**src/rtl/simd_csr_defs.vh**
```
`ifndef SIMD_CSR_DEFS_VH
`define SIMD_CSR_DEFS_VH
// ==========================================
// identification query result bits
`define ID_LEAF_FEATURES      32'h00000001
`define ID_BIT_SAVE_RESTORE   24
`define ID_BIT_VECTOR_GEN1    25
`define ID_BIT_VECTOR_GEN2    26
// ==========================================
// control registers
`define CR4_BIT_OS_SAVE       9
`define CR4_BIT_OS_FAULT      10
`define CR0_BIT_EMULATION     2
// ==========================================
// control/status layout and reset
`define CSR_RESET             32'h00001F80
`define CSR_MASK_NO_DAZ       32'h0000FFBF
`define CSR_MASK_WITH_DAZ     32'h0000FFFF
`define CSR_MASK_DEFAULT      32'h0000FFBF
`define CSR_BIT_DAZ           6
`define CSR_FLAGS_LSB         0
`define CSR_FLAGS_MSB         5
`define CSR_MASKS_LSB         7
`define CSR_MASKS_MSB         12
`define CSR_ROUND_LSB         13
`define CSR_ROUND_MSB         14
`define CSR_BIT_FTZ           15
// ==========================================
// save image layout, word indices of the 512-byte image
`define IMG_WORDS             128
`define IMG_WORD_CSR          6
`define IMG_WORD_MASK         7
`define IMG_WORD_VEC0         40
`define IMG_WORD_X87_LAST     39
`define VEC_COUNT             8
`define VEC_WIDTH             128
`endif

```
**src/rtl/csr_write_check.v**
```verilog
`timescale 1ns/1ps
`include "simd_csr_defs.vh"
module csr_write_check (
   input  wire [31:0] write_value,
   input  wire [31:0] writable_bit_mask,
   output wire        reserved_hit
);
   // ==========================================
   // reserved-bit check
   // a 1 on any bit the mask clears is a fault
   assign reserved_hit = |(write_value & ~writable_bit_mask);
endmodule

```
**src/rtl/vector_reg_file.v**
```verilog
`timescale 1ns/1ps
`include "simd_csr_defs.vh"
module vector_reg_file (
   input  wire         clock,
   input  wire         resetn,
   input  wire         write_en,
   input  wire [2:0]   write_index,
   input  wire [127:0] write_data,
   input  wire [2:0]   read_index,
   output reg  [127:0] read_data
);
   // ==========================================
   // eight registers, one generate entry each
   reg [127:0] vector_registers [0:7];
   genvar g;
   generate
      for (g = 0; g < `VEC_COUNT; g = g + 1) begin : entry
         // hardware reset clears to +0.0; soft init has no path here
         always @(posedge clock or negedge resetn) begin
            if (!resetn) begin
               vector_registers[g] <= 128'h0;
            end else if (write_en && write_index == g) begin
               vector_registers[g] <= write_data;
            end
         end
      end
   endgenerate
   // registered read port
   always @(posedge clock or negedge resetn) begin
      if (!resetn) begin
         read_data <= 128'h0;
      end else begin
         read_data <= vector_registers[read_index];
      end
   end
endmodule

```
**src/rtl/simd_control_status_feature_logic.v**
```verilog
// What this block does
// - query leaf 1 reports vector generations
// - query leaf 1 bit 24 save/restore
// - control four bit 9 os save enable
// - control four bit 10 os fault enable
// - unsupported vector op gives invalid opcode
// - missing query op gives invalid opcode
// - save image word 7 (bytes 28-31) holds mask
// - zero mask means FFBF, no denormals-zero
// - nonzero mask bit 6 means denormals-zero
// - mask zeros reserved, ones supported
// - writing reserved one raises protection fault
// - reset masks all six exceptions
// - reset clears six sticky flags
// - reset rounding field is nearest
// - reset flush-to-zero is off
// - reset denormals-zero bit is zero
// - reset loads 1F80, init keeps state
// - reset clears eight vector registers
// - save/restore move vectors and csr
// - save/restore also carry x87 state
`timescale 1ns/1ps
`include "simd_csr_defs.vh"
module simd_control_status_feature_logic #(
   parameter         HAS_QUERY        = 1,
   parameter         HAS_VECTOR_GEN1  = 1,
   parameter         HAS_VECTOR_GEN2  = 1,
   parameter         HAS_SAVE_RESTORE = 1,
   parameter         HAS_DAZ          = 1,
   parameter         REPORT_ZERO_MASK = 0
) (
   input  wire         clock,
   input  wire         resetn,
   input  wire         init_pulse,
   // identification query
   input  wire         query_req,
   input  wire [31:0]  query_leaf,
   output reg          query_done,
   output reg  [31:0]  query_result,
   // control register moves
   input  wire         cr_write,
   input  wire         cr_select_four,
   input  wire [31:0]  cr_write_data,
   input  wire         cr_read,
   output reg  [31:0]  cr_read_data,
   // vector instruction issue
   input  wire         vec_issue,
   input  wire         vec_is_gen2,
   // control/status load and store
   input  wire         csr_load,
   input  wire [31:0]  csr_load_data,
   output reg  [31:0]  simd_float_control_status,
   // save/restore image port, one word a cycle
   input  wire         save_req,
   input  wire         restore_req,
   output reg          image_busy,
   output reg          image_wr,
   output reg  [6:0]   image_addr,
   output reg  [31:0]  image_wr_data,
   input  wire [31:0]  image_rd_data,
   // x87 state word exchange
   input  wire [31:0]  x87_word_in,
   output reg  [31:0]  x87_word_out,
   output reg          x87_word_wr,
   // faults
   output reg          invalid_opcode_fault,
   output reg          general_protection_fault
);
   // ==========================================
   // constants and state
   localparam [1:0] ST_IDLE    = 2'd0;
   localparam [1:0] ST_SAVE    = 2'd1;
   localparam [1:0] ST_RESTORE = 2'd2;
   localparam [1:0] ST_CHECK   = 2'd3;
   localparam [31:0] LEAF_ONE  = `ID_LEAF_FEATURES;
   localparam [31:0] MASK_IMPL = HAS_DAZ ? `CSR_MASK_WITH_DAZ : `CSR_MASK_NO_DAZ;
   reg  [1:0]   state;
   reg  [6:0]   word;
   reg  [31:0]  control_register_four;
   reg  [31:0]  control_register_zero;
   reg  [31:0]  restore_csr;
   reg  [127:0] vec_shift;
   reg  [1:0]   next_state;
   reg  [31:0]  next_image_wr_data;
   reg  [2:0]   vec_windex;
   wire [2:0]   vec_read_index;
   wire [6:0]   word_ahead;
   wire         load_taken;
   wire         vector_word;
   wire         last_word;
   wire         restore_csr_fault;
   wire         csr_reserved_hit;
   wire         restore_reserved_hit;
   wire [127:0] vec_read;
   wire [2:0]   vec_index;
   reg          vec_we;
   reg  [127:0] vec_wdata;
   wire [31:0]  writable_bit_mask;
   wire [31:0]  saved_mask_field;
   wire [31:0]  feature_word;
   // effective mask; zero field stands for the default
   assign writable_bit_mask = MASK_IMPL;
   assign saved_mask_field  = REPORT_ZERO_MASK && !HAS_DAZ ? 32'h00000000 : MASK_IMPL;
   // feature word of leaf one
   assign feature_word = ((HAS_SAVE_RESTORE ? 32'h00000001 : 32'h00000000) << `ID_BIT_SAVE_RESTORE)
                       | ((HAS_VECTOR_GEN1 ? 32'h00000001 : 32'h00000000) << `ID_BIT_VECTOR_GEN1)
                       | ((HAS_VECTOR_GEN2 ? 32'h00000001 : 32'h00000000) << `ID_BIT_VECTOR_GEN2);
   assign vec_index = word[4:2] - 3'd2;
   // the read port is registered, so it is fed the index of the next word
   assign word_ahead        = word + 7'd1;
   assign vec_read_index    = word_ahead[4:2] - 3'd2;
   assign load_taken        = state == ST_IDLE && csr_load;
   assign vector_word       = word >= `IMG_WORD_VEC0 && word < `IMG_WORD_VEC0 + 4 * `VEC_COUNT;
   assign last_word         = word == `IMG_WORDS - 1;
   assign restore_csr_fault = state == ST_RESTORE && word == `IMG_WORD_CSR && restore_reserved_hit;
   // ==========================================
   // write checkers for the two csr write paths
   csr_write_check load_check (
      .write_value       (csr_load_data),
      .writable_bit_mask (writable_bit_mask),
      .reserved_hit      (csr_reserved_hit)
   );
   csr_write_check restore_check (
      .write_value       (image_rd_data),
      .writable_bit_mask (writable_bit_mask),
      .reserved_hit      (restore_reserved_hit)
   );
   vector_reg_file vregs (
      .clock       (clock),
      .resetn      (resetn),
      .write_en    (vec_we),
      .write_index (vec_windex),
      .write_data  (vec_wdata),
      .read_index  (vec_read_index),
      .read_data   (vec_read)
   );
   // ==========================================
   // identification query
   // one cycle answer; the result holds until the next query
   always @(posedge clock or negedge resetn) begin
      if (!resetn) begin
         query_done   <= 1'b0;
         query_result <= 32'h00000000;
      end else begin
         query_done <= query_req && HAS_QUERY != 0;
         if (query_req && HAS_QUERY != 0) begin
            query_result <= (query_leaf == LEAF_ONE) ? feature_word : 32'h00000000;
         end
      end
   end
   // ==========================================
   // invalid opcode fault
   // a part built without the query op faults on it instead of answering
   always @(posedge clock or negedge resetn) begin
      if (!resetn) begin
         invalid_opcode_fault <= 1'b0;
      end else begin
         invalid_opcode_fault <= (query_req && HAS_QUERY == 0)
                              || (vec_issue && (vec_is_gen2 ? HAS_VECTOR_GEN2 == 0 : HAS_VECTOR_GEN1 == 0));
      end
   end
   // ==========================================
   // control registers, written by software only
   // the os flags are plain storage: nothing in hardware sets them
   always @(posedge clock or negedge resetn) begin
      if (!resetn) begin
         control_register_four <= 32'h00000000;
         control_register_zero <= 32'h00000000;
         cr_read_data          <= 32'h00000000;
      end else begin
         if (cr_write && cr_select_four) begin
            control_register_four <= cr_write_data;
         end
         if (cr_write && !cr_select_four) begin
            control_register_zero <= cr_write_data;
         end
         if (cr_read) begin
            cr_read_data <= cr_select_four ? control_register_four : control_register_zero;
         end
      end
   end
   // ==========================================
   // sequencer next state
   // csr_load wins over save and restore; both are taken in idle only
   always @* begin
      next_state = state;
      case (state)
         ST_IDLE: begin
            if (csr_load) begin
               next_state = ST_IDLE;
            end else if (save_req) begin
               next_state = ST_SAVE;
            end else if (restore_req) begin
               next_state = ST_RESTORE;
            end
         end
         ST_SAVE: begin
            if (last_word) begin
               next_state = ST_IDLE;
            end
         end
         ST_RESTORE: begin
            if (restore_csr_fault) begin
               next_state = ST_IDLE;
            end else if (last_word) begin
               next_state = ST_CHECK;
            end
         end
         ST_CHECK: begin
            next_state = ST_IDLE;
         end
         default: begin
            next_state = ST_IDLE;
         end
      endcase
   end
   // ==========================================
   // state and image word counter
   // the counter only runs inside a transfer, so each one starts at word 0
   always @(posedge clock or negedge resetn) begin
      if (!resetn) begin
         state <= ST_IDLE;
         word  <= 7'd0;
      end else begin
         state <= next_state;
         if (state == ST_SAVE || state == ST_RESTORE) begin
            word <= word + 7'd1;
         end else begin
            word <= 7'd0;
         end
      end
   end
   // ==========================================
   // busy flag
   // drops one cycle after idle is reached, once the last image write stands
   always @(posedge clock or negedge resetn) begin
      if (!resetn) begin
         image_busy <= 1'b0;
      end else begin
         image_busy <= state != ST_IDLE || next_state != ST_IDLE;
      end
   end
   // ==========================================
   // control/status register
   // init_pulse is deliberately not decoded: soft init keeps this state
   always @(posedge clock or negedge resetn) begin
      if (!resetn) begin
         simd_float_control_status <= `CSR_RESET;
      end else if (load_taken && !csr_reserved_hit) begin
         simd_float_control_status <= csr_load_data;
      end else if (state == ST_CHECK) begin
         simd_float_control_status <= restore_csr;
      end
   end
   // ==========================================
   // protection fault
   // a refused write never reaches the register, so it stays as it was
   always @(posedge clock or negedge resetn) begin
      if (!resetn) begin
         general_protection_fault <= 1'b0;
      end else begin
         general_protection_fault <= (load_taken && csr_reserved_hit) || restore_csr_fault;
      end
   end
   // ==========================================
   // save image word select
   // vector words use the read port, which fetched this word's register a cycle ago
   always @* begin
      next_image_wr_data = 32'h00000000;
      if (word == `IMG_WORD_CSR) begin
         next_image_wr_data = simd_float_control_status;
      end else if (word == `IMG_WORD_MASK) begin
         next_image_wr_data = saved_mask_field;
      end else if (word <= `IMG_WORD_X87_LAST) begin
         next_image_wr_data = x87_word_in;
      end else if (vector_word) begin
         case (word[1:0])
            2'd0: begin
               next_image_wr_data = vec_read[31:0];
            end
            2'd1: begin
               next_image_wr_data = vec_read[63:32];
            end
            2'd2: begin
               next_image_wr_data = vec_read[95:64];
            end
            default: begin
               next_image_wr_data = vec_read[127:96];
            end
         endcase
      end
   end
   // ==========================================
   // image port
   // one word a cycle; on restore the address runs a word ahead of the data
   always @(posedge clock or negedge resetn) begin
      if (!resetn) begin
         image_wr      <= 1'b0;
         image_addr    <= 7'd0;
         image_wr_data <= 32'h00000000;
      end else begin
         image_wr <= state == ST_SAVE;
         if (state == ST_SAVE) begin
            image_addr    <= word;
            image_wr_data <= next_image_wr_data;
         end else if (state == ST_RESTORE) begin
            image_addr <= word_ahead;
         end else begin
            image_addr <= 7'd0;
         end
      end
   end
   // ==========================================
   // restore gather: csr word held back, vectors four words at a time
   // the csr is committed last so a fault leaves it untouched
   always @(posedge clock or negedge resetn) begin
      if (!resetn) begin
         restore_csr <= 32'h00000000;
         vec_shift   <= 128'h0;
         vec_we      <= 1'b0;
         vec_wdata   <= 128'h0;
         vec_windex  <= 3'd0;
      end else begin
         vec_we <= 1'b0;
         if (state == ST_RESTORE && word == `IMG_WORD_CSR) begin
            restore_csr <= image_rd_data;
         end
         if (state == ST_RESTORE && vector_word) begin
            vec_shift <= {image_rd_data, vec_shift[127:32]};
            if (word[1:0] == 2'd3) begin
               vec_we     <= 1'b1;
               vec_wdata  <= {image_rd_data, vec_shift[127:32]};
               vec_windex <= vec_index; // held, the word count moves on before the write
            end
         end
      end
   end
   // ==========================================
   // x87 words handed back on restore
   // the mask word is not state, so it is read but never written back
   always @(posedge clock or negedge resetn) begin
      if (!resetn) begin
         x87_word_out <= 32'h00000000;
         x87_word_wr  <= 1'b0;
      end else begin
         x87_word_wr <= 1'b0;
         if (state == ST_RESTORE && word <= `IMG_WORD_X87_LAST && word != `IMG_WORD_CSR) begin
            x87_word_out <= image_rd_data;
            x87_word_wr  <= word != `IMG_WORD_MASK;
         end
      end
   end
endmodule

```
**config.mk**
```make
export PLATFORM = sky130hd
export DESIGN_NAME = simd_control_status_feature_logic
export DESIGN_NICKNAME = d
export VERILOG_FILES = /design/src/rtl/csr_write_check.v /design/src/rtl/vector_reg_file.v /design/src/rtl/simd_control_status_feature_logic.v
export VERILOG_INCLUDE_DIRS = /design/src /design/src/rtl
export SDC_FILE = /design/constraint.sdc
export NUM_CORES = 2
export LEC_CHECK = 0
export BUFFER_PORTS_ARGS = -buffer_cell sky130_fd_sc_hd__buf_2
export CAP_MARGIN = 40
export CORE_MARGIN = 4
export CORE_UTILIZATION = 44
export DETAILED_ROUTE_END_ITERATION = 6
export GPL_TIMING_DRIVEN = 0
export PLACE_DENSITY = 0.59
export SYNTH_ARGS = -nofsm -noshare
export SYNTH_HDL_FRONTEND = slang
export SYNTH_SLANG_ARGS = --single-unit
```
**constraint.sdc**
```tcl
create_clock -name clock -period 2.3 [get_ports clock]
set_input_delay 0.23 -clock clock [delete_from_list [all_inputs] [get_ports clock]]
set_output_delay 0.23 -clock clock [all_outputs]
set_load 0.01 [all_outputs]
```
==> results.yml <==
logic_synthesis:
  synthTopCellsByArea: "dfrtp_1, mux2_2, mux2i_1"
  syn-cell-area_sq_mm: 0.0693
  synthMostInstantiatedCell: "dfrtp_1"
  async_reset_ff_share_pct: 100
  synth_cells: 4820
  synth_edf_count: 0
  synthMuxAreaShare_pct: 28.9
  synth_top_family_by_area: "multiplexers"
  yosys_warnings: 0
  synth_commonest_cells: "dfrtp_1, mux2_2, mux2i_1"
  synth.distinct_cells: 53
  synth_fa_ha_area_share_pct: 0.198
  synth_top_cell_by_area: "dfrtp_1"
  synth-simple-area-share_pct: 3.03
  synth_top_cell_area_share_pct: 58.5
  synth_compound_area_share_pct: 6.45
  synth-seq-cells: 1626
  synthXorXnorAreaFrac_pct: 0.126
  ys_seq_area_share_pct: 58.7
  avgSynthCellArea_sq_um: 14.4
  ys.flop_type: "dfrtp_1"
placed_design:
  place.gp.congestion: 0.878
  dp_hpwl_um: 148000
  place_inst: 7265
  portBuffers: 309
sta:
  grt_setup_unrepaired: "yes"
  finalSetupViolCount: 673
  clock.fmax_mhz: 385
  finalHoldViolCount: 121
  hold-worst-slack_ns: -0.326
  min_period_over_period_pct: 113
  slew_violations: 0
  finalWorstSetupSlack_ns: -0.296
  tightest_slew_ns: 0.934
  max-slew-margin-rel_pct: 37.7
  period_minus_slack_ns: 2.60
  clock_skew_ns: 0.0376
setup_path:
  cp.arrival_ns: 3.26
  r2r_cells: 11
  path_class: "reg -> reg"
  cp_max_fo: 10
  cp-start-kind: "flip-flop"
  endpoint_kind: "flip-flop"
  crit_required_ns: 2.97
finish:
  final_layout_size_suffix_gt1_share_pct: 41.5
  syn2layout_area_growth_pct: 22.8
  fin_nets: 5801
  final_cells: 7815
drt:
  drc: 5
  viasPerCell: 5.68
  vias: 44400
  wirelength_um: 218000
  drtPass1Iterations: 7
  wl_per_cell_um: 27.8
  drt-initial-drc-count: 3583
  final_antenna_net_count: 0
global_route:
  antenna_found_initial: 26
  grt_usage_pct: 26.0
  grt_start_max_net_pins: 171
  grt_pass1_wl_um: 313000
  overflow: 0
  grt_pass1_vias: 45200
power_and_ir_drop:
  peakVddDrop_uv: 525
  swShare_pct: 24.7
  power_frac_seq_pct: 48.5
  p_int_w: 0.0475
  pwr-share-clk_pct: 43.7
  combPwrFrac_pct: 7.8
  switching_power_w: 0.0156
  power.density_mw_per_mm2: 740
  leakage_nw: 41.0
  power_w: 0.0630
clock_tree:
  cts_buffer_depth: 3
  cts_root_buffer: "clkbuf_16"
  clk_latency_ns: 0.82
  clkTransAtPathRegs_ns: 0.06
  clock_sinks: 1626
  cts_hold_buffers: 128
  htreeDepth: 4
  tritoncts: "built"
  numCtsBuffers: 172
floorplanning:
  die-height_um: 405
  core_area_sq_mm: 0.156
  num_io_pins: 345
  die_area_sq_mm: 0.164
  die_x_um: 405
  start_util_pct: 44.3
  num_rows: 145
run:
  maxCapViolCount: 0
status:
  status: "finished with violations"
  failed_checks: "DRC, hold timing, setup timing"
min_path:
  hp-class: "in -> async"
state kept, by name, indices dropped and copies added (netlist names):
name and cells:
vec_wdata 128, query_done 1, control_register_zero 32, vec_windex 3, image_wr_data 32, restore_csr 32, vec_shift 96, simd_float_control_status 32
control_register_four 32, image_busy 1, image_addr 7, x87_word_out 32, query_result 1, vregs.vector_registers 1024, vregs.read_data 128, state 2
general_protection_fault 1, x87_word_wr 1, vec_we 1, image_wr 1, cr_read_data 32, word 7
cell families after synthesis:
logic type	count (synthesis)
AO/OA/AOI/OAI	451
XOR/XNOR	7
adder cells (fa/ha/maj)	11
buffers and inverters	397
flip-flops	1626
multiplexers	1827
other	1
AND/OR/NAND/NOR	500
path summary, 6_finish.rpt:
kind	end	slack, ns	startpoint
worst max-delay path	vec_windex[0]	-0.30	word[0]
worst min-delay path	query_result[25]	-0.33	resetn
worst max register to register	vec_windex[0]	-0.30	word[0]
worst min register to register	vec_wdata[27]	0.48	vec_shift[59]
max in group asynchronous	vregs.vector_registers[168]	0.45	resetn
min in group clock	query_done	0.07	query_req
layer usage:
layer	global-route usage [%]	wire length, um
met1	37.9	99100
met3	4.90	14200
met5	0	47
met2	39.5	98300
met4	8.21	6000
worst max-delay path: stages, from the launching register on:
cell	delay, ns
dfrtp_2	0.46
inv_1	0.13
ha_4	0.26
nand4bb_1	0.16
a21oi_1	0.20
o21ai_2	0.09
buf_8	0.17
nor2_4	0.16
buf_12	0.13
buf_12	0.18
buf_8	0.18
mux2_1	0.33
layout make-up:
| class | count | area, sq um |
|---|---|---|
| flip-flops and latches | 1626 | 40700 |
| inverters | 24 | 98.8 |
| clock buffers | 258 | 5050 |
| fillers | 13000 | 71200 |
| diodes | 14 | 35.0 |
| clock inverters | 41 | 543 |
| repair buffers | 603 | 5280 |
| multi-input cells | 2826 | 28000 |
| well taps | 2058 | 2570 |
| plain buffers | 365 | 2940 |
power by group through the flow:
stage	clock, W	combinational [W]	sequential, W
after floorplan	0	0.00156	0.0311
after global placement	0	0.00418	0.0311
after detailed placement	0	0.00445	0.0310
after CTS	0.0281	0.00477	0.0305
after global routing	0.0293	0.00529	0.0306
final	0.0276	0.00491	0.0306
per-stage QoR:
stage / instance area, sq um / util [%] / setup WS, ns / TNS, ns / hold slack [ns]
finish: 85200 / 54.5 / -0.296 / -77.55 / -0.326
global route: 85100 / 54.4 / -0.308 / -123.89 / -0.300
CTS: 83100 / 53.1 / -0.293 / -117.25 / 0.0275
detailed placement: 74500 / 47.6 / -1.60 / -698.79 / 0.310
global placement: 73600 / 47.0 / -35.36 / - / 0.365
floorplan: 69500 / - / 0.0432 / 0 / -0.0656
timing repair:
item	4_1_cts	5_1_grt
endpoints found under the hold margin	371	121
pin swaps	20	46
buffers inserted	29	72
resized for setup	394	326
cloned	4	16
endpoints found under the setup margin	1431	1498
placed cells by master, fill, tap and decap left out, types with 10 or more instances in the layout:
| master | Yosys | layout |
|---|---|---|
| dfrtp_1 | 1620 | 1618 |
| mux2_2 | 1126 | 1126 |
| mux2i_1 | 450 | 431 |
| buf_2 | 83 | 340 |
| nand2_1 | 319 | 306 |
| mux2_1 | 251 | 239 |
| clkbuf_16 | 0 | 190 |
| dlygate4sd3_1 | 0 | 127 |
| clkbuf_1 | 198 | 125 |
| buf_4 | 44 | 114 |
| a221oi_2 | 111 | 89 |
| nor2_1 | 90 | 88 |
| a32o_1 | 128 | 83 |
| clkbuf_2 | 0 | 78 |
| buf_12 | 0 | 61 |
| buf_6 | 11 | 54 |
| a32o_2 | 0 | 45 |
| a221oi_4 | 0 | 45 |
| a21oi_1 | 43 | 43 |
| clkbuf_8 | 0 | 40 |
| o21ai_0 | 46 | 37 |
| a222oi_1 | 32 | 32 |
| conb_1 | 1 | 30 |
| buf_8 | 0 | 29 |
| buf_16 | 0 | 26 |
| clkbuf_4 | 0 | 25 |
| inv_1 | 21 | 20 |
| mux2i_2 | 0 | 19 |
| clkinv_2 | 0 | 19 |
| nand2b_1 | 17 | 17 |
| a32oi_1 | 16 | 16 |
| a211oi_1 | 17 | 16 |
| nand3_1 | 17 | 15 |
| diode_2 | 0 | 14 |
| buf_1 | 37 | 14 |
| nor4_1 | 14 | 14 |
| mux2_4 | 0 | 12 |
| o221ai_1 | 11 | 11 |
| a221oi_1 | 33 | 10 |
Power figures use the tool's default switching activity.
